--- config.mk ---
export PLATFORM = sky130hd
export DESIGN_NAME = overcurrent_stage_release_timer
export DESIGN_NICKNAME = d
export VERILOG_FILES = /design/src/rtl/ocs_pkg.sv /design/src/rtl/phase_pickup.sv /design/src/rtl/step_counter.sv /design/src/rtl/overcurrent_stage_release_timer.sv
export VERILOG_INCLUDE_DIRS = /design/src /design/src/rtl
export SDC_FILE = /design/constraint.sdc
export NUM_CORES = 1
export LEC_CHECK = 0
export BUFFER_PORTS_ARGS = -buffer_cell sky130_fd_sc_hd__buf_2
export CORE_AREA = 2 2 211 213
export CTS_BUF_LIST = sky130_fd_sc_hd__clkbuf_8
export CTS_CLUSTER_DIAMETER = 150
export DETAILED_ROUTE_END_ITERATION = 7
export DIE_AREA = 0 0 213 215
export PLACE_DENSITY = 0.71
export SLEW_MARGIN = 10
export SYNTH_ARGS = -nofsm -noshare
export SYNTH_HDL_FRONTEND = slang
export SYNTH_SLANG_ARGS = --single-unit
--- constraint.sdc ---
create_clock -name clk_sys -period 6.15 [get_ports clk_sys]
set_input_delay 0.9225 -clock clk_sys [delete_from_list [all_inputs] [get_ports clk_sys]]
set_output_delay 0.9225 -clock clk_sys [all_outputs]
set_load 0.1 [all_outputs]
--- src/rtl/ocs_map.svh ---
// timing counts, hysteresis figures and setting defaults for the stage
`ifndef OCS_MAP_SVH
`define OCS_MAP_SVH

// system clock period and the 5 ms processing time base
`define OCS_CLK_PERIOD_NS 25
`define OCS_TIME_BASE_NS 5000000
`define OCS_TICK_CYCLES (`OCS_TIME_BASE_NS / `OCS_CLK_PERIOD_NS)

// release delay: 0 to 150 s in 5 ms steps, default 60 ms
`define OCS_REL_STEP_MS 5
`define OCS_REL_MAX_MS 150000
`define OCS_REL_DEFAULT_MS 60
`define OCS_REL_MAX_STEPS (`OCS_REL_MAX_MS / `OCS_REL_STEP_MS)
`define OCS_REL_DEFAULT_STEPS (`OCS_REL_DEFAULT_MS / `OCS_REL_STEP_MS)

// drop-out threshold is 97 percent of the pick-up level
`define OCS_DROP_PCT 97
`define OCS_FULL_PCT 100

// number of independent stages of the overcurrent function
`define OCS_NUM_STAGES 4

`endif

--- src/rtl/ocs_pkg.sv ---
// types shared by the overcurrent stage design
package ocs_pkg;

    // monitored magnitude
    typedef enum logic [1:0] {
        MAG_RMS,
        MAG_TRUE_RMS,
        MAG_PEAK
    } meas_kind_t;

    // node operating mode
    typedef enum logic [2:0] {
        MODE_ON,
        MODE_BLOCKED,
        MODE_TEST,
        MODE_TEST_BLOCKED,
        MODE_OFF
    } node_mode_t;

    // forced stage status
    typedef enum logic [4:0] {
        FRC_NORMAL,
        FRC_START,
        FRC_TRIP,
        FRC_BLOCKED,
        FRC_START_A,
        FRC_START_B,
        FRC_START_C,
        FRC_TRIP_A,
        FRC_TRIP_B,
        FRC_TRIP_C,
        FRC_START_AB,
        FRC_START_BC,
        FRC_START_CA,
        FRC_START_ABC,
        FRC_TRIP_AB,
        FRC_TRIP_BC,
        FRC_TRIP_CA,
        FRC_TRIP_ABC
    } force_t;

endpackage : ocs_pkg

--- src/rtl/phase_pickup.sv ---
// pick-up element of one phase with drop-out hysteresis
`timescale 1ns/10ps
`include "ocs_map.svh"

module phase_pickup #(
    parameter int W = 16
) (
    input wire logic clk_sys,
    input wire logic sys_rst,
    input wire logic tick,
    input wire logic [W-1:0] mag,
    input wire logic [W-1:0] iset,
    output logic picked
);

    typedef struct packed {
        logic picked;
    } state_t;

    state_t st;
    state_t next_st;
    logic [W+6:0] mag_pct;
    logic [W+6:0] set_pct;
    logic [W+6:0] drop_pct;

    // scaled copies so the 97 percent comparison stays in integers
    assign mag_pct = (W+7)'(mag) * (W+7)'(`OCS_FULL_PCT);
    assign set_pct = (W+7)'(iset) * (W+7)'(`OCS_FULL_PCT);
    assign drop_pct = (W+7)'(iset) * (W+7)'(`OCS_DROP_PCT);

    // pick up above the setting, drop only below 97 percent of it
    always_comb begin
        next_st = st;
        if (tick) begin
            if (!st.picked && mag_pct > set_pct) begin
                next_st.picked = 1'b1;
            end else if (st.picked && mag_pct < drop_pct) begin
                next_st.picked = 1'b0;
            end
        end
    end

    always_ff @(posedge clk_sys) begin
        if (sys_rst) begin
            st <= '0;
        end else begin
            st <= next_st;
        end
    end

    assign picked = st.picked;

endmodule : phase_pickup

--- src/rtl/step_counter.sv ---
// saturating up-counter of 5 ms steps with synchronous clear
`timescale 1ns/10ps

module step_counter #(
    parameter int W = 19
) (
    input wire logic clk_sys,
    input wire logic sys_rst,
    input wire logic clr,
    input wire logic inc,
    output logic [W-1:0] value
);

    typedef struct packed {
        logic [W-1:0] value;
    } state_t;

    state_t st;
    state_t next_st;

    // clear wins over a step; stop at the top instead of wrapping
    always_comb begin
        next_st = st;
        if (clr) begin
            next_st.value = '0;
        end else if (inc && st.value != {W{1'b1}}) begin
            next_st.value = st.value + W'(1);
        end
    end

    always_ff @(posedge clk_sys) begin
        if (sys_rst) begin
            st <= '0;
        end else begin
            st <= next_st;
        end
    end

    assign value = st.value;

endmodule : step_counter

--- src/rtl/overcurrent_stage_release_timer.sv ---
// one stage of the non-directional overcurrent function
`timescale 1ns/10ps
`include "ocs_map.svh"

module overcurrent_stage_release_timer #(
    parameter int W = 16,
    parameter int CW = 19,
    parameter int RW = 15,
    parameter int TICK_CYCLES = `OCS_TICK_CYCLES
) (
    input wire logic clk_sys,
    input wire logic sys_rst,
    // per-phase magnitudes of both measurement sides
    input wire logic [2:0][W-1:0] side1_rms,
    input wire logic [2:0][W-1:0] side1_true_rms_magnitude,
    input wire logic [2:0][W-1:0] side1_peak,
    input wire logic [2:0][W-1:0] side2_rms,
    input wire logic [2:0][W-1:0] side2_true_rms_magnitude,
    input wire logic [2:0][W-1:0] side2_peak,
    // group settings, followed live except curve_is_log and dial_below_limit, which nothing reads
    input wire logic [W-1:0] iset_local,
    input wire logic [W-1:0] iset_remote,
    input wire logic delayed_release,
    input wire logic [RW-1:0] release_delay,
    input wire logic reset_after_release,
    input wire logic continue_in_release,
    input wire logic signed [CW:0] op_delay,
    input wire logic curve_is_log,
    input wire logic dial_below_limit,
    input wire logic block_in,
    // general settings, taken only on general_load
    input wire logic general_load,
    input wire ocs_pkg::meas_kind_t meas_kind,
    input wire logic meas_side2,
    input wire logic remote_allowed,
    input wire logic node_mode_permitted,
    input wire ocs_pkg::node_mode_t node_mode_set,
    input wire logic forcing_enable,
    input wire ocs_pkg::force_t force_status,
    // stage status
    output logic start,
    output logic trip,
    output logic blocked,
    output logic [2:0] start_phase,
    output logic [2:0] trip_phase,
    output logic time_base_tick,
    output ocs_pkg::node_mode_t node_operating_mode
);

    localparam int TW = $clog2(TICK_CYCLES + 1);

    typedef struct packed {
        logic [TW-1:0] tick_cnt;
        logic tick;
        ocs_pkg::meas_kind_t kind;
        logic side2;
        logic remote;
        ocs_pkg::node_mode_t mode;
        logic force_en;
        ocs_pkg::force_t force_val;
        logic [2:0][W-1:0] mag;
        logic was_active;
        logic releasing;
        logic start;
        logic trip;
        logic blocked;
        logic [2:0] start_ph;
        logic [2:0] trip_ph;
    } state_t;

    state_t st;
    state_t next_st;

    logic [2:0] picked;
    logic [W-1:0] iset;
    logic [CW-1:0] op_val;
    logic [RW-1:0] rel_val;
    logic op_clr;
    logic op_inc;
    logic rel_clr;
    logic rel_inc;
    logic [CW-1:0] delay_eff;
    logic [2:0][W-1:0] sel_rms;
    logic [2:0][W-1:0] sel_true;
    logic [2:0][W-1:0] sel_peak;

    ////////////////////////////////////////////////////////////////////////
    // measurement selection and pick-up elements

    // side selection, then magnitude kind
    assign sel_rms = st.side2 ? side2_rms : side1_rms;
    assign sel_true = st.side2 ? side2_true_rms_magnitude
                               : side1_true_rms_magnitude;
    assign sel_peak = st.side2 ? side2_peak : side1_peak;

    // remote pick-up level only when the general setting allows it
    assign iset = st.remote ? iset_remote : iset_local;

    genvar ph;
    generate
        for (ph = 0; ph < 3; ph++) begin : g_phase
            phase_pickup #(
                .W(W)
            ) u_pickup (
                .clk_sys(clk_sys),
                .sys_rst(sys_rst),
                .tick(st.tick),
                .mag(st.mag[ph]),
                .iset(iset),
                .picked(picked[ph])
            );
        end
    endgenerate

    ////////////////////////////////////////////////////////////////////////
    // operating-time and release counters, in 5 ms steps

    step_counter #(
        .W(CW)
    ) u_op_count (
        .clk_sys(clk_sys),
        .sys_rst(sys_rst),
        .clr(op_clr),
        .inc(op_inc),
        .value(op_val)
    );

    step_counter #(
        .W(RW)
    ) u_rel_count (
        .clk_sys(clk_sys),
        .sys_rst(sys_rst),
        .clr(rel_clr),
        .inc(rel_inc),
        .value(rel_val)
    );

    // negative computed delay is taken as instant operation
    always_comb begin
        if (op_delay[CW]) begin
            delay_eff = '0;
        end else begin
            delay_eff = op_delay[CW-1:0];
        end
    end

    ////////////////////////////////////////////////////////////////////////
    // stage sequencing

    always_comb begin
        logic active;
        logic blk;
        logic pu;
        logic pu_ok;
        logic rel_done;
        logic frc_start;
        logic frc_trip;
        logic frc_blk;
        logic [2:0] frc_sph;
        logic [2:0] frc_tph;
        active = 1'b0;
        blk = 1'b0;
        pu = 1'b0;
        pu_ok = 1'b0;
        rel_done = 1'b0;
        frc_start = 1'b0;
        frc_trip = 1'b0;
        frc_blk = 1'b0;
        frc_sph = 3'h0;
        frc_tph = 3'h0;
        next_st = st;
        op_clr = 1'b0;
        op_inc = 1'b0;
        rel_clr = 1'b0;
        rel_inc = 1'b0;

        // internal 5 ms processing base
        next_st.tick = 1'b0;
        if (st.tick_cnt == TW'(TICK_CYCLES - 1)) begin
            next_st.tick_cnt = '0;
            next_st.tick = 1'b1;
        end else begin
            next_st.tick_cnt = st.tick_cnt + TW'(1);
        end

        // general settings move only on their own load strobe
        if (general_load) begin
            next_st.kind = meas_kind;
            next_st.side2 = meas_side2;
            next_st.remote = remote_allowed;
            next_st.force_en = forcing_enable;
            next_st.force_val = force_status;
            if (node_mode_permitted) begin
                next_st.mode = node_mode_set;
            end
        end

        // sample the selected magnitudes once per time base
        if (st.tick) begin
            case (st.kind)
                ocs_pkg::MAG_RMS: next_st.mag = sel_rms;
                ocs_pkg::MAG_TRUE_RMS: next_st.mag = sel_true;
                ocs_pkg::MAG_PEAK: next_st.mag = sel_peak;
                default: next_st.mag = sel_rms;
            endcase
        end

        // mode and blocking; off clears on the edge that loads it
        active = (next_st.mode != ocs_pkg::MODE_OFF);
        blk = block_in || next_st.mode == ocs_pkg::MODE_BLOCKED
              || next_st.mode == ocs_pkg::MODE_TEST_BLOCKED;
        pu = active && (|picked);
        pu_ok = pu && !blk;
        rel_done = st.releasing && rel_val >= release_delay;

        if (!active) begin
            next_st.was_active = 1'b0;
            next_st.releasing = 1'b0;
            next_st.start = 1'b0;
            next_st.trip = 1'b0;
            next_st.blocked = 1'b0;
            next_st.start_ph = 3'h0;
            next_st.trip_ph = 3'h0;
            op_clr = 1'b1;
            rel_clr = 1'b1;
        end else if (st.tick) begin
            next_st.blocked = pu && blk;
            if (pu_ok) begin
                // pick-up active: count toward trip, stop any release
                next_st.was_active = 1'b1;
                next_st.releasing = 1'b0;
                rel_clr = 1'b1;
                op_inc = 1'b1;
                next_st.start = 1'b1;
                next_st.start_ph = picked;
                next_st.trip = op_val >= delay_eff;
                next_st.trip_ph = (op_val >= delay_eff) ? picked : 3'h0;
            end else begin
                // pick-up gone or blocked: release handling
                next_st.trip = 1'b0;
                next_st.trip_ph = 3'h0;
                if (st.was_active) begin
                    next_st.was_active = 1'b0;
                    next_st.releasing = 1'b1;
                    rel_clr = 1'b1;
                end else if (rel_done) begin
                    next_st.releasing = 1'b0;
                    rel_clr = 1'b1;
                end else if (st.releasing) begin
                    rel_inc = 1'b1;
                end
                // start hold follows the release timer only if delayed
                if (delayed_release && (st.was_active
                    || (st.releasing && !rel_done))) begin
                    next_st.start = 1'b1;
                end else begin
                    next_st.start = 1'b0;
                    next_st.start_ph = 3'h0;
                end
                // operating counter across the release time
                if (st.trip) begin
                    op_clr = 1'b1;
                end else if (!reset_after_release) begin
                    op_clr = 1'b1;
                end else if (rel_done) begin
                    op_clr = 1'b1;
                end else if (continue_in_release
                             && (st.was_active || st.releasing)) begin
                    op_inc = 1'b1;
                end
            end
        end

        // forced status is merged with measured status on each tick
        if (st.force_en && st.tick && active) begin
            case (st.force_val)
                ocs_pkg::FRC_NORMAL: frc_start = 1'b0;
                ocs_pkg::FRC_START: frc_start = 1'b1;
                ocs_pkg::FRC_TRIP: frc_trip = 1'b1;
                ocs_pkg::FRC_BLOCKED: frc_blk = 1'b1;
                ocs_pkg::FRC_START_A: frc_sph = 3'h1;
                ocs_pkg::FRC_START_B: frc_sph = 3'h2;
                ocs_pkg::FRC_START_C: frc_sph = 3'h4;
                ocs_pkg::FRC_TRIP_A: frc_tph = 3'h1;
                ocs_pkg::FRC_TRIP_B: frc_tph = 3'h2;
                ocs_pkg::FRC_TRIP_C: frc_tph = 3'h4;
                ocs_pkg::FRC_START_AB: frc_sph = 3'h3;
                ocs_pkg::FRC_START_BC: frc_sph = 3'h6;
                ocs_pkg::FRC_START_CA: frc_sph = 3'h5;
                ocs_pkg::FRC_START_ABC: frc_sph = 3'h7;
                ocs_pkg::FRC_TRIP_AB: frc_tph = 3'h3;
                ocs_pkg::FRC_TRIP_BC: frc_tph = 3'h6;
                ocs_pkg::FRC_TRIP_CA: frc_tph = 3'h5;
                ocs_pkg::FRC_TRIP_ABC: frc_tph = 3'h7;
                default: frc_start = 1'b0;
            endcase
        end
        frc_start = frc_start || (|frc_sph);
        frc_trip = frc_trip || (|frc_tph);
        next_st.start_ph = next_st.start_ph | frc_sph | frc_tph;
        next_st.trip_ph = next_st.trip_ph | frc_tph;
        if (st.force_en) begin
            // forced values are re-applied each tick, measured ones kept
            if (frc_start || frc_trip) begin
                next_st.start = 1'b1;
            end
            if (frc_trip) begin
                next_st.trip = 1'b1;
            end
            if (frc_blk) begin
                next_st.blocked = 1'b1;
            end
        end
    end

    always_ff @(posedge clk_sys) begin
        if (sys_rst) begin
            st <= '0;
            st.kind <= ocs_pkg::MAG_RMS;
            st.mode <= ocs_pkg::MODE_ON;
            st.force_val <= ocs_pkg::FRC_NORMAL;
        end else begin
            st <= next_st;
        end
    end

    ////////////////////////////////////////////////////////////////////////
    // outputs, each straight from the state register

    // one instance per stage; the function uses four of them
    assign start = st.start;
    assign trip = st.trip;
    assign blocked = st.blocked;
    assign start_phase = st.start_ph;
    assign trip_phase = st.trip_ph;
    assign time_base_tick = st.tick;
    assign node_operating_mode = st.mode;

endmodule : overcurrent_stage_release_timer

==> metrics.log <==
INFO  metric ys_warn_count = 0
INFO  metric worst_hold_startpoint = st[73]
INFO  metric netlist.area_leader.share = 26.4%
INFO  metric cts.sinks = between 100 and 150
INFO  metric crit_path_top_delay_cell = sky130_fd_sc_hd__fa_1
INFO  metric synth-seq-cells = between 100 and 150
INFO  metric period_share = a little over nine tenths
INFO  metric hold_path.class = register to register
INFO  metric dp_hpwl = 46100 µm
INFO  metric met2RoutedLength = around 28000 µm
INFO  metric highest-signal-layer = met4
INFO  metric detailedRoute.firstPassIterationCount = 5
INFO  metric worst-r2r-setup-slack = around 0.33 ns
INFO  metric detail_route.iter0.violations = approximately 900
INFO  metric clock_transition_at_the_registers_of_the_reported_paths = 0.08 ns
INFO  metric timing.max_slew.rel_slack = 22.6%
INFO  metric initial_utilization = 43.3%
INFO  metric r2r-start = st[68]
INFO  metric holdWs = 0.467 ns
INFO  metric grt_pass1_vias = 17716
INFO  metric multiInputGateArea = 0.0150 mm²
INFO  metric worstPathArrival = 6.19 ns
INFO  metric placeableCoreArea = 0.0436 mm²
INFO  metric antenna_found_initial = 2
INFO  metric cts_max_path_buffers = 2
INFO  metric max_freq = about 170 MHz
INFO  metric finalHoldViolCount = 0
INFO  metric grt_start_max_net_pins = 97
INFO  metric setup.worst_path.class = register to register
INFO  metric most_repeated_cell_in_the_gate_level_netlist_after_synthesis = sky130_fd_sc_hd__ha_1
INFO  metric status = finished, final reports clean
INFO  metric synth_cells = 2206
INFO  metric syn_area_per_cell = about 8.6 µm²
INFO  metric synth_enable_flop_cells = 0
INFO  metric maxCapViolCount = 0
INFO  metric cp.required = 6.52 ns
INFO  metric mappedNetlistArea = 0.0189 mm²
INFO  metric cellLeakagePower = roughly 0.011 µW
INFO  metric syn_to_final_growth = 17.3%
INFO  metric viasPerCell = ~5.5
INFO  metric path_cells = buf_4 > mux2i_2 > inv_1 > ha_1 > ha_1 > fa_1 > ha_1 > nor2b_1 > o31a_1 > o21ai_0 > nand2b_1 > a21o_1 > a21oi_1 > xor2_1 > ha_1 > nand3_1 > a2111oi_0 > a2111oi_1 > a32oi_1 > maj3_2 > a2111oi_2 > nor3_1
INFO  metric htree_levels = 4
INFO  metric critical_path.startpoint = st[68]
INFO  metric crit_path_max_fanout = 13
INFO  metric critical-path-top-delay-family = adder cells
INFO  metric place.gp.congestion = between 0.9 and 1
INFO  metric postSynthNetCount = 3037
INFO  metric ys.flop_type = sky130_fd_sc_hd__dfxtp_1
INFO  metric worst_path_largest_cell_delay = between 0.4 and 0.5 ns
INFO  metric timing.critical_path.from_type = register
INFO  metric drc_errors = 0
INFO  metric detailroute.via_count = between 15000 and 20000
INFO  metric ys_seq_area_share = 13.6%
INFO  metric synthTopCellsByCount = sky130_fd_sc_hd__ha_1 (399), sky130_fd_sc_hd__inv_1 (255), sky130_fd_sc_hd__nor2_1 (166)
INFO  metric first_pass_grt_wire_length = 88900 µm
INFO  metric fp.dieW = about 210 µm
INFO  metric clk-insertion-delay-late = around 0.48 ns
INFO  metric fin_cells = 3201
INFO  metric crit_path_frequent_cell = sky130_fd_sc_hd__ha_1
INFO  metric io-pin-count = 391
INFO  metric routed_wl = 55000 µm
INFO  metric worst_setup_end_kind = register
INFO  metric grt_overflow = 0
INFO  metric final.min_clock_period = 5.82 ns
INFO  metric synth_area_leaders = sky130_fd_sc_hd__ha_1 (26%), sky130_fd_sc_hd__dfxtp_1 (14%), sky130_fd_sc_hd__mux2i_1 (6.7%)
INFO  metric io_buffers = 388
INFO  metric ir_drop = between 0.1 and 0.15 mV
INFO  metric seqCellArea = 0.00257 mm²
INFO  metric clock-root-buffer = sky130_fd_sc_hd__clkbuf_8
INFO  metric synth.largest_area_cell = sky130_fd_sc_hd__ha_1
INFO  metric post_synth_num_cell_types = 85
INFO  metric core.rowCount = 77
INFO  metric synth-async-reset-ratio = 0%
INFO  metric power_density = approximately 200 mW/mm²
INFO  metric crit_buf_inv = 2
INFO  metric numCtsBuffers = 17
INFO  metric setup_viols_final = 0
INFO  metric wl_met3 = 2380 µm
INFO  metric final_net_count = 3425
INFO  metric die_h = 215 µm
INFO  metric dp_cells = about 3200
INFO  metric wl_met1 = 24100 µm
INFO  metric transition_time_of_the_tightest_slew_check_pin = 1.16 ns
INFO  metric fp.dieArea = 0.0458 mm²
INFO  metric drt.antenna.violating_nets = 0
INFO  metric tritoncts = done
INFO  metric grt_usage = 24.1%
INFO  metric final_layout_size_suffix_gt1_share = 23.9%
INFO  metric final.fill_count = 4125
INFO  metric route.detailed.wl_per_inst = 17.2 µm
INFO  metric slew_violations = 0
INFO  metric timing.clock.skew = 0.0210 ns
[sequential cells by signal (all words and copies together) (netlist names)]
name,flops
st,78
trip,1
start_phase,3
u_op_count.value,19
u_rel_count.value,15
g_phase.u_pickup.picked,3
trip_phase,3
start,1
blocked,1
node_operating_mode,3
time_base_tick,1
[stage by stage]
stage / power (µW) / instance area, µm² / setup WS [ns] / utilization, % / setup TNS (ns)
after global placement: 3490 / 21700 / 0.0671 / 49.8 / 0
after CTS: 4350 / 22100 / 0.279 / 50.7 / 0
final: 4350 / 22200 / 0.331 / 50.8 / 0
after floorplan: 2420 / 18900 / 0.309 / - / 0
after detailed placement: 3560 / 21700 / -0.0557 / 49.8 / -0.0945
after global routing: 4670 / 22200 / -0.000701 / 50.8 / -0.000701
[logic make-up after synthesis]
| group | synth area share (%) |
|---|---|
| compound gates | 17.2 |
| xor+xnor | 5.10 |
| fa+ha+maj | 32.4 |
| buf+inv | 6.96 |
| flops | 13.6 |
| mux | 12.8 |
| simple gates | 12.0 |
[layout by cell type (no fill, tap or decap), drive strengths merged, types with 10 or more instances in the layout]
cell	synthesis	final
dfxtp	128	128
nor3	41	41
a221oi	49	49
xnor2	70	70
o211ai	13	13
ha	399	399
fa	54	54
mux2i	128	128
xor2	40	40
clkbuf	50	19
a21o	48	48
a21oi	160	160
a31oi	15	15
buf	32	451
a2111oi	10	10
inv	255	261
and3	14	14
or3	11	11
o21a	10	10
nand2b	36	36
nor2b	21	21
o31ai	11	11
nor2	167	167
o21ai	85	85
nand4	22	22
nand3	34	34
o21bai	15	15
mux2	100	100
a211oi	18	18
nand2	67	67
o22ai	10	10
[power breakdown]
group          switching [µW]  internal (µW)
Clock                     386            389
Combinational            1540           1180
Sequential               18.8            834
Total                    1940           2400
[final timing paths]
| kind | depth (start not counted) | to |
|---|---|---|
| max reg2reg | 22 | g_phase[1].u_pickup.picked |
| min reg2reg | 1 | st[73] |
| max | 22 | g_phase[1].u_pickup.picked |
| min | 1 | st[73] |
[metal layers]
| metal | GRT usage (%) | up-vias |
|---|---|---|
| met4 | 6.46 | 0 |
| met3 | 3.27 | 70 |
| met5 | 0 | - |
| li1 | - | 8722 |
| met2 | 43.4 | 446 |
| met1 | 29.9 | 8302 |
[what timing repair did]
item,CTS,global route
gates resized for setup,0,7
hold buffers,0,0
endpoints found under the hold margin,0,0
buffers inserted,0,0
setup endpoints to repair,0,3
[area by class of cell]
class / instances / area share, %
Multi-Input combinational cell: 1740 / 67.9
Sequential cell: 128 / 11.6
Timing Repair Buffer: 451 / 11.0
Clock buffer: 19 / 1.18
Clock inverter: 13 / 0.672
Antenna cell: 2 / 0.0226
Tap cell: 592 / 3.34
Inverter: 256 / 4.34
Note: power is estimated with default switching activity, not from simulation.
